===== config.mk =====
export PLATFORM = sky130hd
export DESIGN_NAME = dcsr_regs
export DESIGN_NICKNAME = d
export VERILOG_FILES = /design/src/rtl/dcsr_pkg.sv /design/src/rtl/dcsr_regs.sv /design/src/rtl/dcsr_sync.sv
export SDC_FILE = /design/constraint.sdc
export NUM_CORES = 1
export LEC_CHECK = 0
export ABC_AREA = 1
export BUFFER_PORTS_ARGS = -buffer_cell sky130_fd_sc_hd__buf_2
export CAP_MARGIN = 20
export CORE_UTILIZATION = 54
export DETAILED_ROUTE_END_ITERATION = 12
export PLACE_DENSITY_LB_ADDON = 0.2
export SLEW_MARGIN = 10
export SYNTH_ARGS = -nofsm -noshare
export SYNTH_HDL_FRONTEND = slang
export SYNTH_HIERARCHICAL = 1
export SYNTH_SLANG_ARGS = --single-unit
export TNS_END_PERCENT = 30

===== constraint.sdc =====
create_clock -name clk_sys -period 5.15 [get_ports clk_sys]
set_input_delay 1.545 -clock clk_sys [delete_from_list [all_inputs] [get_ports clk_sys]]
set_output_delay 1.545 -clock clk_sys [all_outputs]
set_load 0.02 [all_outputs]

===== src/rtl/dcsr_pkg.sv =====
// Constants for the divider configuration and status register bank.
// Assumes byte-wide registers at byte offsets on the configuration port.
package dcsr_pkg;

   localparam int  ADDR_W = 8;
   localparam int  DATA_W = 8;
   localparam int  LOSS_W = 3;

   // Register offsets
   localparam logic [7:0] FB_DIV_HIGH_BITS_ADDR  = 8'h28;
   localparam logic [7:0] FB_DIV_MID_BYTE_ADDR   = 8'h29;
   localparam logic [7:0] FB_DIV_LOW_BYTE_ADDR   = 8'h2A;
   localparam logic [7:0] IN1_DIV_HIGH_BITS_ADDR = 8'h2B;
   localparam logic [7:0] IN1_DIV_MID_BYTE_ADDR  = 8'h2C;
   localparam logic [7:0] IN1_DIV_LOW_BYTE_ADDR  = 8'h2D;
   localparam logic [7:0] IN2_DIV_HIGH_BITS_ADDR = 8'h2E;
   localparam logic [7:0] IN2_DIV_MID_BYTE_ADDR  = 8'h2F;
   localparam logic [7:0] IN2_DIV_LOW_BYTE_ADDR  = 8'h30;
   localparam logic [7:0] INPUT_RATE_RANGES_ADDR = 8'h37;
   localparam logic [7:0] ACTIVE_INPUT_STAT_ADDR = 8'h80;
   localparam logic [7:0] SIGNAL_LOSS_STAT_ADDR  = 8'h81;
   localparam logic [7:0] SIGNAL_LOSS_FLAG_ADDR  = 8'h83;

   // Reset values
   localparam logic [7:0] FB_DIV_HIGH_BITS_RST  = 8'hC0;
   localparam logic [7:0] FB_DIV_MID_BYTE_RST   = 8'h00;
   localparam logic [7:0] FB_DIV_LOW_BYTE_RST   = 8'hF9;
   localparam logic [7:0] IN1_DIV_HIGH_BITS_RST = 8'h00;
   localparam logic [7:0] IN1_DIV_MID_BYTE_RST  = 8'h00;
   localparam logic [7:0] IN1_DIV_LOW_BYTE_RST  = 8'h09;
   localparam logic [7:0] IN2_DIV_HIGH_BITS_RST = 8'h00;
   localparam logic [7:0] IN2_DIV_MID_BYTE_RST  = 8'h00;
   localparam logic [7:0] IN2_DIV_LOW_BYTE_RST  = 8'h00;
   localparam logic [7:0] INPUT_RATE_RANGES_RST = 8'h00;
   localparam logic [7:0] ACTIVE_INPUT_STAT_RST = 8'h20;
   localparam logic [7:0] SIGNAL_LOSS_STAT_RST  = 8'h00;
   localparam logic [7:0] SIGNAL_LOSS_FLAG_RST  = 8'h00;

   // Writable bit masks with reserved bits read as zero, and the active status bit mask
   localparam logic [7:0] FB_DIV_HIGH_BITS_MASK = 8'hEF;
   localparam logic [7:0] DIV_HIGH_BITS_MASK    = 8'h07;
   localparam logic [7:0] RATE_RANGES_MASK      = 8'h3F;
   localparam logic [7:0] ACTIVE_BITS_MASK      = 8'h03;

   // Field positions
   localparam int  FB_HS_LSB    = 5;
   localparam int  FB_LS_TOP_W  = 4;
   localparam int  RATE_W       = 3;
   localparam int  RATE2_LSB    = 3;
   localparam int  RATE1_LSB    = 0;
   localparam int  LOSS_REF_BIT = 0;
   localparam int  LOSS_IN1_BIT = 1;
   localparam int  LOSS_IN2_BIT = 2;

   // Rate-range bands in MHz
   localparam logic [9:0] BAND0_LOW  = 10'h00A;
   localparam logic [9:0] BAND0_HIGH = 10'h01B;
   localparam logic [9:0] BAND1_LOW  = 10'h019;
   localparam logic [9:0] BAND1_HIGH = 10'h036;
   localparam logic [9:0] BAND2_LOW  = 10'h032;
   localparam logic [9:0] BAND2_HIGH = 10'h069;
   localparam logic [9:0] BAND3_LOW  = 10'h05F;
   localparam logic [9:0] BAND3_HIGH = 10'h0D7;
   localparam logic [9:0] BAND4_LOW  = 10'h0BE;
   localparam logic [9:0] BAND4_HIGH = 10'h1B3;
   localparam logic [9:0] BAND5_LOW  = 10'h177;
   localparam logic [9:0] BAND5_HIGH = 10'h2C6;
   localparam logic [2:0] RATE_LAST_VALID = 3'h5;

endpackage : dcsr_pkg


===== src/rtl/dcsr_regs.sv =====
// Divider configuration and input status register bank.
// Assumes a byte-wide register port on the configuration clock, with
// alarms from the analog side and input selection from the switch logic.
//
// Contract
// - The feedback divider low byte is read-write and resets to F9.
// - The feedback divider ratio is the 20-bit field plus one.
// - Input divider one is 19 bits over three registers, zero = 1.
// - Input one low byte resets to 09 and its top bits to 00.
// - Input divider two is laid out like input divider one.
// - Rate ranges: bits 5:3 for input two, 2:0 for one, 7:6 reserved.
// - Rate codes 0 to 5 select bands from 10-27 up to 375-710 MHz.
// - Active bit 0 is set while input one feeds the loop.
// - Active bit 1 is set while input two feeds the loop.
// - Active status resets to 20 with upper six bits reserved.
// - Loss status bit 2 shows the live input two alarm.
// - Loss status bit 1 shows the live input one alarm.
// - Loss status bit 0 shows the live reference alarm.
// - Feedback divider bits 19:16 sit in the low nibble of its own reg.
// - Live alarms set latched flags that drive the interrupt.
`timescale 1ns/100ps
module dcsr_regs
   import dcsr_pkg::*;
(
   input  wire logic              clk_sys,
   input  wire logic              nrst,
   input  wire logic [ADDR_W-1:0] regAddr,
   input  wire logic              regWrite,
   input  wire logic              regRead,
   input  wire logic [DATA_W-1:0] regWrData,
   output logic      [DATA_W-1:0] regRdData,
   output logic                   regRdValid,
   input  wire logic              input1Selected,
   input  wire logic              input2Selected,
   input  wire logic              input1SignalLoss,
   input  wire logic              input2SignalLoss,
   input  wire logic              refclkSignalLoss,
   input  wire logic [LOSS_W-1:0] lossMask,
   input  wire logic              intPinEnable,
   output logic      [19:0]       feedbackLowSpeedDiv,
   output logic      [2:0]        feedbackHighSpeedDiv,
   output logic      [20:0]       feedbackDivRatio,
   output logic      [18:0]       input1Divider,
   output logic      [19:0]       input1DivRatio,
   output logic      [18:0]       input2Divider,
   output logic      [19:0]       input2DivRatio,
   output logic      [2:0]        input1RateRange,
   output logic      [2:0]        input2RateRange,
   output logic      [9:0]        input1BandLowMhz,
   output logic      [9:0]        input1BandHighMhz,
   output logic      [9:0]        input2BandLowMhz,
   output logic      [9:0]        input2BandHighMhz,
   output logic                   rateRangeReserved,
   output logic                   input1Active,
   output logic                   input2Active,
   output logic      [LOSS_W-1:0] signalLossLatched,
   output logic                   interruptOut
);

   typedef struct packed {
      logic [7:0]        fbHigh;
      logic [7:0]        fbMid;
      logic [7:0]        fbLow;
      logic [7:0]        in1High;
      logic [7:0]        in1Mid;
      logic [7:0]        in1Low;
      logic [7:0]        in2High;
      logic [7:0]        in2Mid;
      logic [7:0]        in2Low;
      logic [7:0]        rates;
      logic              act1;
      logic              act2;
      logic [LOSS_W-1:0] flags;
      logic [7:0]        rdData;
      logic              rdValid;
      logic              intOut;
   } dcsr_regs_s;

   dcsr_regs_s          state;
   dcsr_regs_s          next_state;
   logic [LOSS_W-1:0]   lossLive;
   logic [20:0]         in1RatioWide;
   logic [20:0]         in2RatioWide;

   // Ratio is field plus one for the feedback low-speed and both input dividers
   function automatic logic [20:0] divPlusOne(input logic [19:0] field);
      divPlusOne = {1'b0, field} + 21'h000001;
   endfunction : divPlusOne

   // Band edges in MHz for a rate code, zero for reserved codes
   function automatic logic [19:0] bandOf(input logic [2:0] code);
      case (code)
         3'h0: bandOf = {BAND0_LOW, BAND0_HIGH};
         3'h1: bandOf = {BAND1_LOW, BAND1_HIGH};
         3'h2: bandOf = {BAND2_LOW, BAND2_HIGH};
         3'h3: bandOf = {BAND3_LOW, BAND3_HIGH};
         3'h4: bandOf = {BAND4_LOW, BAND4_HIGH};
         3'h5: bandOf = {BAND5_LOW, BAND5_HIGH};
         default: bandOf = 20'h00000;
      endcase
   endfunction : bandOf

   dcsr_sync u_sync (
      .clk_sys   (clk_sys),
      .nrst      (nrst),
      .alarmRaw  ({input2SignalLoss, input1SignalLoss, refclkSignalLoss}),
      .alarmSync (lossLive)
   );

   always_comb begin
      next_state = state;
      if (regWrite) begin
         case (regAddr)
            FB_DIV_HIGH_BITS_ADDR:
               next_state.fbHigh = regWrData & FB_DIV_HIGH_BITS_MASK;
            FB_DIV_MID_BYTE_ADDR: next_state.fbMid = regWrData;
            FB_DIV_LOW_BYTE_ADDR: next_state.fbLow = regWrData;
            IN1_DIV_HIGH_BITS_ADDR:
               next_state.in1High = regWrData & DIV_HIGH_BITS_MASK;
            IN1_DIV_MID_BYTE_ADDR: next_state.in1Mid = regWrData;
            IN1_DIV_LOW_BYTE_ADDR: next_state.in1Low = regWrData;
            IN2_DIV_HIGH_BITS_ADDR:
               next_state.in2High = regWrData & DIV_HIGH_BITS_MASK;
            IN2_DIV_MID_BYTE_ADDR: next_state.in2Mid = regWrData;
            IN2_DIV_LOW_BYTE_ADDR: next_state.in2Low = regWrData;
            INPUT_RATE_RANGES_ADDR:
               next_state.rates = regWrData & RATE_RANGES_MASK;
            default: ;
         endcase
      end
      // Active flags follow selection gated by live loss
      next_state.act1 = input1Selected & ~lossLive[LOSS_IN1_BIT];
      next_state.act2 = input2Selected & ~lossLive[LOSS_IN2_BIT];
      // Write of zero clears a flag, a live alarm sets it and wins
      if (regWrite && regAddr == SIGNAL_LOSS_FLAG_ADDR) begin
         next_state.flags = state.flags & regWrData[LOSS_W-1:0];
      end
      next_state.flags = next_state.flags | lossLive;
      next_state.intOut = intPinEnable
                        & |(state.flags & ~lossMask);
      next_state.rdValid = regRead;
      next_state.rdData  = 8'h00;
      if (regRead) begin
         case (regAddr)
            FB_DIV_HIGH_BITS_ADDR:  next_state.rdData = state.fbHigh;
            FB_DIV_MID_BYTE_ADDR:   next_state.rdData = state.fbMid;
            FB_DIV_LOW_BYTE_ADDR:   next_state.rdData = state.fbLow;
            IN1_DIV_HIGH_BITS_ADDR: next_state.rdData = state.in1High;
            IN1_DIV_MID_BYTE_ADDR:  next_state.rdData = state.in1Mid;
            IN1_DIV_LOW_BYTE_ADDR:  next_state.rdData = state.in1Low;
            IN2_DIV_HIGH_BITS_ADDR: next_state.rdData = state.in2High;
            IN2_DIV_MID_BYTE_ADDR:  next_state.rdData = state.in2Mid;
            IN2_DIV_LOW_BYTE_ADDR:  next_state.rdData = state.in2Low;
            INPUT_RATE_RANGES_ADDR: next_state.rdData = state.rates;
            ACTIVE_INPUT_STAT_ADDR:
               next_state.rdData = (ACTIVE_INPUT_STAT_RST & ~ACTIVE_BITS_MASK)
                                 | {6'h00, state.act2, state.act1};
            SIGNAL_LOSS_STAT_ADDR:
               next_state.rdData = SIGNAL_LOSS_STAT_RST
                                 | {5'h00, lossLive};
            SIGNAL_LOSS_FLAG_ADDR:
               next_state.rdData = {5'h00, state.flags};
            default: next_state.rdData = 8'h00;
         endcase
      end
   end

   always_ff @(posedge clk_sys) begin
      if (!nrst) begin
         state.fbHigh  <= FB_DIV_HIGH_BITS_RST;
         state.fbMid   <= FB_DIV_MID_BYTE_RST;
         state.fbLow   <= FB_DIV_LOW_BYTE_RST;
         state.in1High <= IN1_DIV_HIGH_BITS_RST;
         state.in1Mid  <= IN1_DIV_MID_BYTE_RST;
         state.in1Low  <= IN1_DIV_LOW_BYTE_RST;
         state.in2High <= IN2_DIV_HIGH_BITS_RST;
         state.in2Mid  <= IN2_DIV_MID_BYTE_RST;
         state.in2Low  <= IN2_DIV_LOW_BYTE_RST;
         state.rates   <= INPUT_RATE_RANGES_RST;
         state.act1    <= ACTIVE_INPUT_STAT_RST[0];
         state.act2    <= ACTIVE_INPUT_STAT_RST[1];
         state.flags   <= SIGNAL_LOSS_FLAG_RST[LOSS_W-1:0];
         state.rdData  <= 8'h00;
         state.rdValid <= 1'b0;
         state.intOut  <= 1'b0;
      end else begin
         state <= next_state;
      end
   end

   // Register fields to the divider and monitor logic
   assign feedbackLowSpeedDiv = {state.fbHigh[FB_LS_TOP_W-1:0],
                                 state.fbMid, state.fbLow};
   assign feedbackHighSpeedDiv = state.fbHigh[FB_HS_LSB +: 3];
   assign feedbackDivRatio = divPlusOne(feedbackLowSpeedDiv);
   assign input1Divider = {state.in1High[2:0], state.in1Mid, state.in1Low};
   assign input2Divider = {state.in2High[2:0], state.in2Mid, state.in2Low};
   assign in1RatioWide = divPlusOne({1'b0, input1Divider});
   assign in2RatioWide = divPlusOne({1'b0, input2Divider});
   assign input1DivRatio = in1RatioWide[19:0];
   assign input2DivRatio = in2RatioWide[19:0];
   assign input1RateRange = state.rates[RATE1_LSB +: RATE_W];
   assign input2RateRange = state.rates[RATE2_LSB +: RATE_W];
   assign {input1BandLowMhz, input1BandHighMhz} =
          bandOf(input1RateRange);
   assign {input2BandLowMhz, input2BandHighMhz} =
          bandOf(input2RateRange);
   // Flags a reserved code left by software
   assign rateRangeReserved = (input1RateRange > RATE_LAST_VALID)
                            | (input2RateRange > RATE_LAST_VALID);
   assign input1Active = state.act1;
   assign input2Active = state.act2;
   assign signalLossLatched = state.flags;
   assign interruptOut = state.intOut;
   assign regRdData    = state.rdData;
   assign regRdValid   = state.rdValid;
endmodule : dcsr_regs


===== src/rtl/dcsr_sync.sv =====
// Two-stage synchroniser for the live loss-of-signal alarms.
// Assumes alarms arrive asynchronously from the analog monitors.
`timescale 1ns/100ps
module dcsr_sync
   import dcsr_pkg::*;
(
   input  wire logic              clk_sys,
   input  wire logic              nrst,
   input  wire logic [LOSS_W-1:0] alarmRaw,
   output logic      [LOSS_W-1:0] alarmSync
);

   typedef struct packed {
      logic [LOSS_W-1:0] stage1;
      logic [LOSS_W-1:0] stage2;
   } dcsr_sync_s;

   dcsr_sync_s state;
   dcsr_sync_s next_state;

   always_comb begin
      next_state.stage1 = alarmRaw;
      next_state.stage2 = state.stage1;
   end

   always_ff @(posedge clk_sys) begin
      if (!nrst) begin
         state <= '0;
      end else begin
         state <= next_state;
      end
   end

   assign alarmSync = state.stage2;

endmodule : dcsr_sync


==> flow_summary.ini <==
[clock_network]
insertion_delay_ns = 0.37
cts_setup_buffers = 0
root_buffer = clkbuf_8
cts_tree = done
path_clk_slew_ns = 0.09
cts_htree_levels = 3
hold_buffers = 0
cts-buffers-inserted = 9
clockBufferDepth = 2
cts_resized = 0
clkSinkCount = 88

[detailed_routing]
drt_wl_total_mm = 16.2
vias_per_cell = 5.24
postRouteAntennaNets = 0
num_vias = 5840
first_iter_violations = 303
drc = 0
drtPass1Iterations = 5
wl_per_cell_um = 14.5

[status]
outcome = completed

[job]
maxCapViolCount = 0

[sta]
min_period_ns = 3.66
worstMarginPinSlew_ns = 0.769
rsz0062_at_grt = no
clock-skew-final_ns = 0.0133
max_slew_margin = 0.487
worst_slack_ns = 1.49
finalSetupViolations = 0
tns_ns = 0
fin_crit_sh = 0.711
hold_viol_final = 0
slew_viol_final = 0
fmax_mhz = 273

[pwr]
p_per_area_nw_per_um2 = 185
comb_power_share = 0.087
p_switching_w = 0.000340
p_clk_frac = 0.353
swShare = 0.275
leakage_nw = 3.41
p_seq_frac = 0.560
ir_drop_mv = 0.114
p_int_w = 0.000893

[place]
preCtsSetupSlack_ns = 1.89
io_buffers = 210
globalplace.congestion = 0.910
hpwl_mm = 12.4

[die]
die_x_um = 103
ios = 213
dieHeight_um = 103
dieArea_um2 = 10600
row_count = 36
initial_utilization = 0.561
core_area_um2 = 9820

[synthesis]
seq_area_frac_synth = 0.320
syn-instance-count = 787
syn_area_um2 = 5510
synth_cell_types = 37
ys.warnings.count = 6
synth-seq-cells = 88
avgSynthCellArea_um2 = 7.00

[setup_path]
critPathRequiredTime_ns = 3.61
cp-end-kind = primary output
startpoint_type = flop
path_class = reg2out
path_max_fanout = 4
crit_arrival_ns = 2.12

[global_route]
grt_max_degree = 51
track_usage = 0.301
met2_usage = 0.474
grt_pass1_vias = 4713
grt_busiest_layer = met2
globalRoute.totalOverflow = 0
grt_pass1_wl_mm = 24.0
antenna_found_initial = 0
met3_usage = 0.0590
use_met1 = 0.398

[cells_and_area]
syn_to_final_growth_pct = 21.3
nNetsFinal = 1008
n_antenna_cell = 0
drive_gt1_frac = 0.299
mostFrequentLayoutCell = buf_2
final_cell_mix = 210 x buf_2, 127 x nand2_1, 94 x inv_1, 88 x dfxtp_1, 79 x nand3_1
fill_cells = 905

[worst_hold_path]
hold_class = reg2reg
power groups by stage:
stage	Clock, W	Combinational (W)	Sequential (W)
3_3_place_gp	0	0.000105	0.000707
4_1_cts	0.000437	0.000106	0.000691
5_1_grt	0.000470	0.000116	0.000692
6_report	0.000435	0.000107	0.000691
2_1_floorplan	0	0.0000647	0.000711
3_5_place_dp	0	0.000106	0.000707
kinds of logic (layout without fill, tap and decap cells):
group                      after synthesis  count (layout)  synth area share
and+or+nand+nor                        354             354             0.344
AOI/OAI and AO/OA                      158             158             0.145
buffers and inverters                  139             332             0.114
DFF                                     88              88             0.320
xor gates and xnor gates                44              44            0.0699
adders and majority gates                3               3           0.00681
other                                    1               2          0.000681
per-stage QoR:
stage / cell area [um^2] / hold slack, ns / total power [W] / utilization / cells
final: 6680 / 0.426 / 0.00123 / 0.681 / 1114
after global routing: 6680 / 0.475 / 0.00128 / 0.681 / 1114
after CTS: 6680 / 0.429 / 0.00123 / 0.681 / 1114
after detailed placement: 6510 / 0.409 / 0.000813 / 0.663 / 1098
after global placement: 6510 / 0.394 / 0.000812 / 0.663 / 1098
after floorplan: 5510 / 0.390 / 0.000775 / - / 788
worst paths after layout:
kind,start,end,slack [ns],cells after the start
setup / recovery,feedbackLowSpeedDiv[0],feedbackDivRatio[16],1.49,9
hold / removal,u_sync/next_state[1],u_sync/alarmSync[1],0.43,2
setup reg to reg,input2Divider[17],regRdData[1],4.04,6
hold reg to reg,u_sync/next_state[1],u_sync/alarmSync[1],0.43,2
layout make-up:
type / instances / area, um^2 / area share
Multi-Input combinational cell: 561 / 3120 / 0.468
Sequential cell: 88 / 1760 / 0.264
Timing Repair Buffer: 211 / 1060 / 0.158
Inverter: 105 / 399 / 0.0597
Tap cell: 133 / 166 / 0.0249
Clock buffer: 11 / 131 / 0.0197
Clock inverter: 5 / 41.3 / 0.00618
flip-flops by register name, summed over array words and instances (netlist names):
name                  count
u_sync/next_state         3
feedbackLowSpeedDiv      20
input1RateRange           3
regRdValid                1
input1Divider            19
input2RateRange           3
feedbackHighSpeedDiv      3
input1Active              1
input2Active              1
interruptOut              1
regRdData                 8
u_sync/alarmSync          3
signalLossLatched         3
input2Divider            19
worst max-delay path, cell delays in order (launching register included):
cell     delay, ns
dfxtp_1       0.44
ha_1          0.26
nand2_1       0.13
nor3_4        0.24
nand2_2       0.12
nor2_2        0.13
nand2_1       0.10
o21ai_1       0.12
nand2_1       0.06
buf_2         0.15
synthesized netlist by cell type:
master / number / share of area
ha_1: 3 / 0.0068
inv_1: 94 / 0.064
xor2_1: 40 / 0.064
nand2_1: 127 / 0.087
o221ai_1: 1 / 0.0016
nor2_8: 9 / 0.033
nand2_4: 7 / 0.014
buf_2: 5 / 0.0045
clkinv_1: 1 / 0.00068
o22ai_1: 1 / 0.0011
xnor2_1: 4 / 0.0064
conb_1: 1 / 0.00068
nand3_2: 3 / 0.0054
nand3_1: 79 / 0.072
o21ai_1: 32 / 0.029
nor2_4: 6 / 0.012
nor3b_2: 1 / 0.0023
dfxtp_1: 88 / 0.32
clkbuf_1: 11 / 0.0075
o211ai_1: 2 / 0.0027
a21oi_1: 72 / 0.065
buf_6: 4 / 0.0082
inv_2: 8 / 0.0054
nor3_2: 4 / 0.0073
nor2_1: 72 / 0.049
nor4_1: 2 / 0.0023
inv_4: 2 / 0.0023
buf_4: 13 / 0.018
nand3b_1: 1 / 0.0014
nand4_1: 5 / 0.0057
nor3_4: 2 / 0.0059
nor2_2: 11 / 0.012
nor3_1: 10 / 0.0091
o21ai_0: 50 / 0.045
buf_12: 1 / 0.0036
nand2_2: 11 / 0.012
nand3_4: 4 / 0.013
routing by layer:
layer	wire (um)	vias to the layer above	share of wire
met5	0	-	0
met4	576	0	0.036
met3	1500	39	0.092
met2	7190	295	0.44
met1	6930	2588	0.43
li1	-	2918	-
(Power assumes the default switching activity.)
